[config.mk]
export PLATFORM = sky130hd
export DESIGN_NAME = rctc_top
export DESIGN_NICKNAME = d
export VERILOG_FILES = /design/src/logic/rctc_pkg.sv /design/src/logic/rctc_top.sv
export SDC_FILE = /design/constraint.sdc
export NUM_CORES = 1
export LEC_CHECK = 0
export ABC_AREA = 1
export ABC_CLOCK_PERIOD_IN_PS = 1990
export BUFFER_PORTS_ARGS = -buffer_cell sky130_fd_sc_hd__buf_2
export CAP_MARGIN = 20
export CORE_MARGIN = 2
export CORE_UTILIZATION = 40
export CTS_BUF_LIST = sky130_fd_sc_hd__clkbuf_4 sky130_fd_sc_hd__clkbuf_8 sky130_fd_sc_hd__clkbuf_16
export DETAILED_ROUTE_END_ITERATION = 6
export GPL_ROUTABILITY_DRIVEN = 1
export HOLD_SLACK_MARGIN = 0.05
export PLACE_DENSITY = 0.71
export SLEW_MARGIN = 20
export SYNTH_ARGS = -nofsm -noshare
export SYNTH_HDL_FRONTEND = slang
export SYNTH_SLANG_ARGS = --single-unit
[constraint.sdc]
create_clock -name CLK -period 1.99 [get_ports CLK]
set_input_delay 0.2985 -clock CLK [delete_from_list [all_inputs] [get_ports CLK]]
set_output_delay 0.2985 -clock CLK [all_outputs]
set_load 0.02 [all_outputs]
[src/logic/rctc_pkg.sv]
// Constants for the reset, clock-domain and board-test controller.
// Assumes a single 20 MHz system clock and an APB register port.
package rctc_pkg;

    // ****************************************************************
    // Clock and timing
    // ****************************************************************
    localparam int CLK_HZ = 20000000;
    localparam int CLK_PERIOD_NS = 50;
    // Longest clock generator wake time, in microseconds
    localparam int WAKE_TIME_US = 33000;
    // Least host reset hold for test entry, in microseconds
    localparam int STRAP_HOLD_US = 10000;
    // Wake time rounds down, hold time rounds up
    localparam int WAKE_CYCLES = (WAKE_TIME_US * 1000) / CLK_PERIOD_NS;
    localparam int HOLD_CYCLES = (STRAP_HOLD_US * 1000 + CLK_PERIOD_NS - 1) / CLK_PERIOD_NS;
    // Fixed dividers for the slow health clock and the 32 KHz domain
    localparam int HEALTH_HZ = 360000;
    localparam int SLOW32_HZ = 32768;
    localparam int HEALTH_DIV = CLK_HZ / HEALTH_HZ;
    localparam int SLOW32_DIV = CLK_HZ / SLOW32_HZ;
    localparam int CNT_W = 20;

    // ****************************************************************
    // Register map (byte addresses)
    // ****************************************************************
    localparam logic [7:0] ADDR_CTRL = 8'h00;
    localparam logic [7:0] ADDR_STATUS = 8'h04;
    localparam logic [7:0] ADDR_GPIO_FLAG = 8'h08;
    localparam logic [7:0] ADDR_GPIO_DATA = 8'h0C;
    localparam logic [7:0] ADDR_MAIN_CFG = 8'h10;

    // Control register fields
    localparam int CTRL_SOFT_RESET_REQUEST_BIT = 0;
    localparam int CTRL_LOCK_BIT = 1;
    // Status register fields
    localparam int ST_CLOCK_VALID_FLAG_BIT = 0;
    localparam int ST_FLOAT_BIT = 1;
    localparam int ST_XOR_BIT = 2;
    localparam int ST_HEALTH_BIT = 3;
    localparam int ST_STBYCLK_BIT = 4;

    // Widths and reset values
    localparam int GPIO_W = 16;
    localparam int CFG_W = 8;
    localparam int XOR_PINS = 16;
    localparam logic [GPIO_W-1:0] GPIO_FLAG_RST = 16'h0000;
    localparam logic [GPIO_W-1:0] GPIO_DATA_RST = 16'h0000;
    localparam logic [CFG_W-1:0] MAIN_CFG_RST = 8'h00;
    localparam logic [1:0] PIN_SEL_RST = 2'h0;

    // Test mode chosen from the straps
    typedef enum logic [1:0] {TM_NORMAL, TM_FLOAT, TM_XOR} rctc_mode_t;

endpackage

[src/logic/rctc_top.sv]
// Reset sequencing, clock-domain enables and board-test control.
// Assumes all pin inputs are synchronous to CLK; RESETN is power-up reset.
//
// Chosen here: the placing of the registers and the APB register port.
`timescale 1ns/10ps
module rctc_top
    import rctc_pkg::*;
#(
    parameter int WAKE_COUNT = WAKE_CYCLES,
    parameter int HOLD_COUNT = HOLD_CYCLES
)
(
    // Clock, reset and enable
    input wire logic CLK,
    input wire logic RESETN,
    input wire logic CE,
    // APB slave
    input wire logic PSEL,
    input wire logic PENABLE,
    input wire logic PWRITE,
    input wire logic [7:0] PADDR,
    input wire logic [31:0] PWDATA,
    output logic [31:0] PRDATA,
    output logic PREADY,
    output logic PSLVERR,
    // Supplies, host reset and straps
    input wire logic MAIN_SUPPLY_ON,
    input wire logic STANDBY_SUPPLY_ON,
    input wire logic HOST_RESET_N,
    input wire logic FLOAT_STRAP_N,
    input wire logic XOR_STRAP_N,
    // XOR chain pins, index 0 first in chain
    input wire logic [XOR_PINS-1:0] CHAIN_PINS,
    output logic XOR_OUT,
    output logic PINS_FLOAT,
    // Reset actions toward other modules
    output logic HW_RESET_PULSE,
    output logic SW_RESET_PULSE,
    output logic LOCK_CLEAR,
    output logic PIN_DEFAULT_LOAD,
    output logic LDEV_RESET,
    output logic [GPIO_W-1:0] GPIO_DATA,
    output logic [CFG_W-1:0] MAIN_CFG,
    // Clock-domain enables and ticks
    output logic BUS_DOMAIN_EN,
    output logic LEGACY_CLK_EN,
    output logic STANDBY_CLK_EN,
    output logic HEALTH_TICK,
    output logic SLOW32_TICK,
    output logic HEALTH_READY,
    output logic CLOCK_VALID
);

    // ****************************************************************
    // Declarations
    // ****************************************************************
    logic host_rst_q;
    logic [CNT_W-1:0] hold_cnt_q;
    logic hold_ok_q;
    logic [CNT_W-1:0] wake_cnt_q;
    logic lock_q;
    logic [GPIO_W-1:0] gpio_flag_q;
    logic [1:0] pin_sel_q;
    logic [7:0] hdiv_q;
    logic [9:0] sdiv_q;
    logic first_main_q;
    rctc_mode_t mode_q;
    logic apb_acc;
    logic apb_wr;
    logic soft_reset_request_wr;
    logic hw_rel;
    logic [31:0] rd_mux;

    // Register hit test, used by the write paths
    function automatic logic reg_hit(input logic [7:0] a, input logic [7:0] r);
        return a == r;
    endfunction

    assign apb_acc = PSEL && PENABLE && !PREADY;
    assign apb_wr = apb_acc && PWRITE;
    assign soft_reset_request_wr = apb_wr && reg_hit(PADDR, ADDR_CTRL) && PWDATA[CTRL_SOFT_RESET_REQUEST_BIT];
    // Power-up release counts as hardware release
    assign hw_rel = !host_rst_q && HOST_RESET_N && MAIN_SUPPLY_ON;

    // ****************************************************************
    // APB slave
    // ****************************************************************
    // Register port answers with one wait state
    always_ff @(posedge CLK)
    begin
        if (!RESETN)
        begin
            PREADY <= 1'b0;
            PRDATA <= 32'h0000_0000;
            PSLVERR <= 1'b0;
        end
        else if (CE)
        begin
            PREADY <= apb_acc;
            PSLVERR <= apb_acc && (PADDR > ADDR_MAIN_CFG || PADDR[1:0] != 2'h0);
            PRDATA <= (apb_acc && !PWRITE) ? rd_mux : 32'h0000_0000;
        end
    end

    // Read data selection, unmapped reads give zero
    always_comb
    begin
        rd_mux = 32'h0000_0000;
        unique case (PADDR)
            ADDR_CTRL:
            begin
                rd_mux[CTRL_LOCK_BIT] = lock_q;
                rd_mux[3:2] = pin_sel_q; // Source select reads back
            end
            ADDR_STATUS:
            begin
                rd_mux[ST_CLOCK_VALID_FLAG_BIT] = CLOCK_VALID;
                rd_mux[ST_FLOAT_BIT] = mode_q == TM_FLOAT;
                rd_mux[ST_XOR_BIT] = mode_q == TM_XOR;
                rd_mux[ST_HEALTH_BIT] = HEALTH_READY;
                rd_mux[ST_STBYCLK_BIT] = STANDBY_CLK_EN;
            end
            ADDR_GPIO_FLAG: rd_mux[GPIO_W-1:0] = gpio_flag_q;
            ADDR_GPIO_DATA: rd_mux[GPIO_W-1:0] = GPIO_DATA;
            ADDR_MAIN_CFG: rd_mux[CFG_W-1:0] = MAIN_CFG;
            default: rd_mux = 32'h0000_0000;
        endcase
    end

    // ****************************************************************
    // Host reset tracking and hold timer
    // ****************************************************************
    // Previous level of the host reset pin and hold time measure
    always_ff @(posedge CLK)
    begin
        if (!RESETN)
        begin
            host_rst_q <= 1'b0;
            hold_cnt_q <= '0;
            hold_ok_q <= 1'b0;
        end
        else if (CE)
        begin
            host_rst_q <= HOST_RESET_N;
            if (HOST_RESET_N)
            begin
                hold_cnt_q <= '0;
                hold_ok_q <= hold_ok_q && !hw_rel ? 1'b0 : hold_ok_q;
            end
            else if (hold_cnt_q >= CNT_W'(HOLD_COUNT - 1))
            begin
                hold_ok_q <= 1'b1;
            end
            else
            begin
                hold_cnt_q <= hold_cnt_q + 1'b1;
                hold_ok_q <= 1'b0;
            end
        end
    end

    // ****************************************************************
    // Reset action pulses
    // ****************************************************************
    // Hardware release drives both pulses; write starts software reset
    always_ff @(posedge CLK)
    begin
        if (!RESETN)
        begin
            HW_RESET_PULSE <= 1'b0;
            SW_RESET_PULSE <= 1'b0;
            LOCK_CLEAR <= 1'b0;
            PIN_DEFAULT_LOAD <= 1'b0;
            LDEV_RESET <= 1'b0;
        end
        else if (CE)
        begin
            HW_RESET_PULSE <= hw_rel;
            SW_RESET_PULSE <= hw_rel || soft_reset_request_wr;
            // Lock clear pulse on hardware reset
            LOCK_CLEAR <= hw_rel;
            PIN_DEFAULT_LOAD <= hw_rel;
            // Logical devices reset with software reset
            LDEV_RESET <= hw_rel || soft_reset_request_wr;
        end
    end

    // ****************************************************************
    // Lock bit and configuration registers
    // ****************************************************************
    // Lock set by software, cleared by hardware reset
    always_ff @(posedge CLK)
    begin
        if (!RESETN)
        begin
            lock_q <= 1'b0;
        end
        else if (CE)
        begin
            if (LOCK_CLEAR)
            begin
                lock_q <= 1'b0;
            end
            else if (apb_wr && reg_hit(PADDR, ADDR_CTRL) && PWDATA[CTRL_LOCK_BIT])
            begin
                lock_q <= 1'b1;
            end
        end
    end

    // Main configuration reloads only while unlocked
    always_ff @(posedge CLK)
    begin
        if (!RESETN)
        begin
            MAIN_CFG <= MAIN_CFG_RST;
        end
        else if (CE)
        begin
            if (SW_RESET_PULSE && !lock_q)
            begin
                MAIN_CFG <= MAIN_CFG_RST;
            end
            else if (apb_wr && reg_hit(PADDR, ADDR_MAIN_CFG) && !lock_q)
            begin
                MAIN_CFG <= PWDATA[CFG_W-1:0];
            end
        end
    end

    // Flag survives software reset; flagged data bits reload
    always_ff @(posedge CLK)
    begin
        if (!RESETN)
        begin
            gpio_flag_q <= GPIO_FLAG_RST;
            GPIO_DATA <= GPIO_DATA_RST;
        end
        else if (CE)
        begin
            if (apb_wr && reg_hit(PADDR, ADDR_GPIO_FLAG) && !lock_q)
            begin
                gpio_flag_q <= PWDATA[GPIO_W-1:0];
            end
            if (SW_RESET_PULSE && !lock_q)
            begin
                GPIO_DATA <= (GPIO_DATA & ~gpio_flag_q) | (GPIO_DATA_RST & gpio_flag_q);
            end
            else if (apb_wr && reg_hit(PADDR, ADDR_GPIO_DATA) && !lock_q)
            begin
                GPIO_DATA <= PWDATA[GPIO_W-1:0];
            end
        end
    end

    // Module register source selection back to default
    always_ff @(posedge CLK)
    begin
        if (!RESETN)
        begin
            pin_sel_q <= PIN_SEL_RST;
        end
        else if (CE)
        begin
            if (SW_RESET_PULSE)
            begin
                pin_sel_q <= PIN_SEL_RST;
            end
            else if (apb_wr && reg_hit(PADDR, ADDR_CTRL))
            begin
                pin_sel_q <= PWDATA[3:2];
            end
        end
    end

    // ****************************************************************
    // Clock domains
    // ****************************************************************
    // Main-supply domains follow the main supply
    always_ff @(posedge CLK)
    begin
        if (!RESETN)
        begin
            BUS_DOMAIN_EN <= 1'b0;
            LEGACY_CLK_EN <= 1'b0;
        end
        else if (CE)
        begin
            BUS_DOMAIN_EN <= MAIN_SUPPLY_ON;
            LEGACY_CLK_EN <= MAIN_SUPPLY_ON;
        end
    end

    // Standby clocks start after first main power-up
    always_ff @(posedge CLK)
    begin
        if (!RESETN)
        begin
            first_main_q <= 1'b0;
            STANDBY_CLK_EN <= 1'b0;
            HEALTH_READY <= 1'b0;
        end
        else if (CE)
        begin
            if (!STANDBY_SUPPLY_ON)
            begin
                first_main_q <= 1'b0;
            end
            else if (MAIN_SUPPLY_ON)
            begin
                first_main_q <= 1'b1;
            end
            STANDBY_CLK_EN <= first_main_q && STANDBY_SUPPLY_ON;
            // Health usable once standby clocks run
            HEALTH_READY <= first_main_q && STANDBY_SUPPLY_ON;
        end
    end

    // Fixed dividers for slow health and 32 KHz ticks
    always_ff @(posedge CLK)
    begin
        if (!RESETN)
        begin
            hdiv_q <= '0;
            sdiv_q <= '0;
            HEALTH_TICK <= 1'b0;
            SLOW32_TICK <= 1'b0;
        end
        else if (CE)
        begin
            HEALTH_TICK <= 1'b0;
            SLOW32_TICK <= 1'b0;
            if (!STANDBY_CLK_EN)
            begin
                hdiv_q <= '0;
            end
            else if (hdiv_q == 8'(HEALTH_DIV - 1))
            begin
                hdiv_q <= '0;
                HEALTH_TICK <= 1'b1;
            end
            else
            begin
                hdiv_q <= hdiv_q + 1'b1;
            end
            // 32 KHz runs whenever standby supply is on
            if (!STANDBY_SUPPLY_ON)
            begin
                sdiv_q <= '0;
            end
            else if (sdiv_q == 10'(SLOW32_DIV - 1))
            begin
                sdiv_q <= '0;
                SLOW32_TICK <= 1'b1;
            end
            else
            begin
                sdiv_q <= sdiv_q + 1'b1;
            end
        end
    end

    // Clock valid within the wake time after reset release
    always_ff @(posedge CLK)
    begin
        if (!RESETN)
        begin
            wake_cnt_q <= '0;
            CLOCK_VALID <= 1'b0;
        end
        else if (CE)
        begin
            if (!HOST_RESET_N || !MAIN_SUPPLY_ON)
            begin
                wake_cnt_q <= '0;
                CLOCK_VALID <= 1'b0;
            end
            else if (wake_cnt_q == CNT_W'(WAKE_COUNT - 1))
            begin
                CLOCK_VALID <= 1'b1;
            end
            else
            begin
                wake_cnt_q <= wake_cnt_q + 1'b1;
            end
        end
    end

    // ****************************************************************
    // Board test modes
    // ****************************************************************
    // Straps latched at reset release, held until main or standby power drops
    always_ff @(posedge CLK)
    begin
        if (!RESETN)
        begin
            mode_q <= TM_NORMAL;
        end
        else if (CE)
        begin
            if (!MAIN_SUPPLY_ON || !STANDBY_SUPPLY_ON)
            begin
                mode_q <= TM_NORMAL;
            end
            else if (hw_rel && hold_ok_q && mode_q == TM_NORMAL)
            begin
                // Float strap low, XOR strap open
                if (!FLOAT_STRAP_N && XOR_STRAP_N)
                begin
                    mode_q <= TM_FLOAT;
                end
                // XOR strap low, float strap open
                else if (FLOAT_STRAP_N && !XOR_STRAP_N)
                begin
                    mode_q <= TM_XOR;
                end
            end
        end
    end

    // Chain pins are inputs; index order ends at output
    always_ff @(posedge CLK)
    begin
        if (!RESETN)
        begin
            XOR_OUT <= 1'b0;
            PINS_FLOAT <= 1'b0;
        end
        else if (CE)
        begin
            XOR_OUT <= (mode_q == TM_XOR) ? ^CHAIN_PINS : 1'b0;
            PINS_FLOAT <= mode_q == TM_FLOAT;
        end
    end
endmodule // rctc_top

; Word level (Yosys, flattened, before mapping)
; Index checks and enable logic that the tools add are counted.
[classes]
shifts = 0
bitwise_logic = 2
n_reduce_logical = 59
addsub = 4
n_mux = 38
div_mod_pow = 0
eq_ne = 13
magnitude_cmp = 2
mul = 0
[op_table]
columns = operator, n
row1 = $mux 20, 4
row2 = $mux 16, 3
row3 = $add 20x1->20 const B, 2
row4 = $mux 8, 4
row5 = $logic_and 1x1->1, 23
row6 = $eq 20x20->1 const B, 1
row7 = $ge 20x18->1 const B, 1
row8 = $mux 10, 2
row9 = $reduce_and 2->1, 10
row10 = $and 16x16->16, 1
row11 = $eq 8x4->1 const B, 2
row12 = $not 16->16, 1
row13 = $pmux 8 s2, 1
row14 = $reduce_xor 16->1, 1
row15 = $pmux 3 s5, 1
row16 = $mux 1, 14
row17 = $reduce_bool 2->1, 7
row18 = $mux 2, 6
row19 = $add 10x1->10 const B, 1
row20 = $eq 10x10->1 const B, 1
row21 = $logic_not 1->1, 10
row22 = $pmux 3 s3, 1
row23 = $add 8x1->8 const B, 1
row24 = $eq 8x3->1 const B, 1
row25 = 13 further kinds, 19
[totals]
memories = 0
ram_bits = 0
wordCells = 143
regBits = 149
in_bits = 67
mem_bits_ro = 0
out_inout_bits = 72
latchBits = 0

; Logic depth before layout (Yosys ltp)
[depth]
ltp_word = 7
ltp_mapped = 12
ltp_nobuf = 11

; Worst setup path before layout
; No wires, ideal clock.
[synth_timing]
path_kind = register to register
start = register hold_cnt_q[0]
end = register hold_cnt_q[16]
arrival_time_ns = 1.452
n_path_buf = 1
t_required_ns = 1.875
setup_slack_ns = 0.423
period_less_slack_ns = 1.567
setup_time_ns = 0.115
stages_incl_launch_ff = 10
path_cell_list = dfxtp_1 > ha_1 > nand2_1 > nor2_4 > nand3_1 > nand2_2 > nand2_4 > buf_2 > a21oi_1 > nor2_1
[synth_via]
elab_chain_len = 3
word_cells_on_any_way = 6
classes_between = add/sub (1) / order compare (1) / eq/ne (1) / mux (2) / reduce/logical (1)
[synth_rtl]
columns = item, line
row1 = from (decl), rctc_top.sv:58  ; logic [CNT_W-1:0] hold_cnt_q;
row2 = from (signal assigned), rctc_top.sv:156  ; hold_cnt_q <= hold_cnt_q + 1'b1;
row3 = $add 20x1->20 or $ge 20x18->1 (tied branches), "rctc_top.sv:156, rctc_top.sv:150"
row4 = $mux 20 or $ne 2x2->1 (tied branches), --
row5 = $mux 20 or $reduce_and 2->1 (tied branches), --
; Several ways; a longest one is shown, not always the timed one. The select of a mux whose other input is x is not followed.
; A chain may end at the register's enable or synchronous reset.

; Worst setup path after layout
[layout_timing]
start = register PREADY
end = register GPIO_DATA[3]
[layout_via]
elab_chain_len = 7
[layout_rtl]
columns = item, line
row1 = from (decl), rctc_top.sv:24  ; output logic PREADY,
row2 = from (signal assigned), rctc_top.sv:99  ; PREADY <= apb_acc;
row3 = $logic_not 1->1, rctc_top.sv:79  ; assign apb_acc = PSEL && PENABLE && !PREADY;
row4 = $logic_and 1x1->1, rctc_top.sv:79
row5 = $logic_and 1x1->1, rctc_top.sv:80  ; assign apb_wr = apb_acc && PWRITE;
row6 = $logic_and 1x1->1 (2 in a row), rctc_top.sv:249  ; else if (apb_wr && reg_hit(PADDR, ADDR_GPIO_DATA) && !lock_q)
row7 = $reduce_bool 2->1 (no source line), --
row8 = $reduce_and 2->1 (no source line), --
row9 = to (signal assigned), rctc_top.sv:247  ; GPIO_DATA <= (GPIO_DATA & ~gpio_flag_q) | (GPIO_DATA_RST & gpio_flag_q);
row10 = to (signal assigned), rctc_top.sv:251  ; GPIO_DATA <= PWDATA[GPIO_W-1:0];
row11 = to (decl), rctc_top.sv:42  ; output logic [GPIO_W-1:0] GPIO_DATA,
; Every way passes these cells.

==> impl_metrics.toml <==
[cells_and_area]
fin_util_pct = 47.4
regArea_mm2 = 0.00266
area_growth_pct = 17.3
layout.cells.non_filler = 1546
multi_input_area_mm2 = 0.00403
fillers = 1914
drive_above_1_share_pct = 14.6
num_antenna_cells = 0
nets = 1372

[synthesis]
syn_area_mm2 = 0.00750
ys_top_cells_by_area = "dfxtp_1 35%, nand2_1 19%, nor2_1 7.0%"
synth.most_common_cell = "nand2_1"
synth_edf_count = 0
synth_top_area_share_pct = 35.5
ys_ff_latch = 133
yosys-top-cells-count = "370 x nand2_1, 139 x nor2_1, 133 x dfxtp_1, 127 x inv_1, 98 x a21oi_1"
postSynth.asyncResetShare_pct = 0
ys_warn_count = 0
ys_types = 40
ys_seq_area_share_pct = 35.5
synth_cells = 1196
postSynthAreaPerCell_um2 = 6.27
ys.flop_type = "dfxtp_1"
synth_area_leader_cell = "dfxtp_1"

[global_route]
antenna_found_initial = 0
grt_util_all_layers_pct = 19.4
grt_overflow_total = 0
grt_pass1_wl_mm = 31.7
grt_pass1_vias = 6732
grt_max_degree = 36

[timing]
setup_violations = 0
finalMaxSlewViolations = 0
min_period_ns = 1.84
hold_viol = 0
tns_ns = 0
tightestPinTransition_ns = 0.512
relSlewSlack_pct = 65.7
period_share_pct = 92.3
rsz0062_at_grt = "no"
skew_ns = 0.0120
clock.fmax_mhz = 545

[clock_network]
cts.sinks = 133
clockBufferDepth = 2
post_cts_buffers = 0
clk_pin_slew_ns = 0.07
ctsHtreeMaxLevel = 4
cts_buffers = 17
cts_root_buf = "clkbuf_16"
ctsHoldBuffers = 0
cts_tree = "yes"
insertion_delay_ns = 0.43

[setup_path]
cp-start-kind = "register"
critical_path_arrival_ns = 2.14
critPathCaptureType = "register"
worstSetupPathType = "register to register"
cp.required_ns = 2.30
crit_fanout = 16

[die]
ioPinCount = 139
rows = 50
initial_core_util_pct = 40.4
core-area_mm2 = 0.0186
die_h_um = 141
die_w_um = 141
die_area_mm2 = 0.0199

[hold_path]
hold_class = "primary input to register"

[routing]
drt_first_pass_iters = 6
routed_wl_mm = 19.2
drt-initial-drc-count = 420
vias_per_cell = 4.95
ant_nets = 0
vias = 7654
drc = 0
wl_per_cell_um = 12.4

[power_and_ir_drop]
p_per_area_mw_per_mm2 = 739
ir_drop_uv = 559
power.leakage_nw = 3.85

[placed_design]
dp_cells = 1514
io_buffers = 106
gp_congestion = 0.926
dp_hpwl_mm = 14.0

[job]
maxCapViolations = 0

[run_status]
outcome = "finished clean"
-- path summary, 6_finish.rpt --
check,from,to,slack [ns],cells after the start
worst min register to register,hold_cnt_q[19],hold_cnt_q[19],0.45,2
worst max-delay path,PREADY,GPIO_DATA[3],0.15,7
worst min-delay path,PWDATA[13],gpio_flag_q[13],0.11,3
worst max register to register,PREADY,GPIO_DATA[3],0.15,7
-- critical path, cell delays in order, from the launching register on --
cell	delay, ns
dfxtp_1	0.32
nand3b_1	0.25
nor2_4	0.15
nand3_2	0.24
o21ai_4	0.34
inv_2	0.24
nand2_1	0.11
a21oi_1	0.06
-- state kept, by name, indices dropped and copies added (netlist names), 2 cells and up --
signal and flops:
hold_cnt_q 20, wake_cnt_q 20, sdiv_q 10, gpio_flag_q 16
GPIO_DATA 16, pin_sel_q 2, PRDATA 16, MAIN_CFG 8
hdiv_q 8, mode_q 2
-- power breakdown --
part           total, W  switching, W  internal [W]
registers       0.00274     0.0000399       0.00270
logic          0.000578      0.000401      0.000176
clock network   0.00318       0.00138       0.00180
-- kinds of logic after synthesis --
logic type | after synthesis | synth area share, %
AOI/OAI and AO/OA | 174 | 12.4
xor gates and xnor gates | 12 | 1.40
buffers and inverters | 194 | 11.5
other | 1 | 0.0500
DFF | 133 | 35.5
and+or+nand+nor | 676 | 38.1
adders and majority gates | 6 | 1.00
-- stage by stage --
stage	instance area (µm²)	setup WS [ns]	total power, W	hold slack (ns)
3_5_place_dp	8200	0.185	0.00338	0.440
5_1_grt	8800	0.00962	0.00674	0.117
3_3_place_gp	8200	0.198	0.00337	0.428
6_report	8800	0.154	0.00650	0.112
2_1_floorplan	7560	0.423	0.00320	0.417
4_1_cts	8800	0.166	0.00654	0.104
-- cell type report --
type                       instances  share of cell area [%]
clock buffer                      17                    4.83
clock inverter                    15                    1.99
inverter                         135                    5.76
multi-input combinational        884                    45.8
sequential                       133                    30.2
tap                              234                    3.33
timing repair buffer             128                    8.05
-- layout by cell type (no fill, tap or decap), types with 11 or more instances in the layout --
cell type and instances:
buf_2 106, nand4_1 14, a21oi_1 98, buf_4 21, nand2_1 370, dfxtp_1 133
nor2_1 138, nand3_1 95, nor3_1 29, conb_1 16, clkbuf_16 17, xor2_1 11
o21ai_0 52, inv_1 127
-- what timing repair did --
action,in CTS,in global routing
resized for setup,0,1
endpoints found under the hold margin,0,0
endpoints found under the setup margin,0,1
-- metal layers --
layer	up-vias	track usage, %	part of all wire, %	wire length, µm
met5	-	0	0	0
met3	14	3.63	5.6	1070
met4	0	6.42	1.1	216
met1	3438	25.8	47	9050
li1	3990	-	-	-
met2	212	32.0	46	8830
Power figures use the tool's default switching activity.
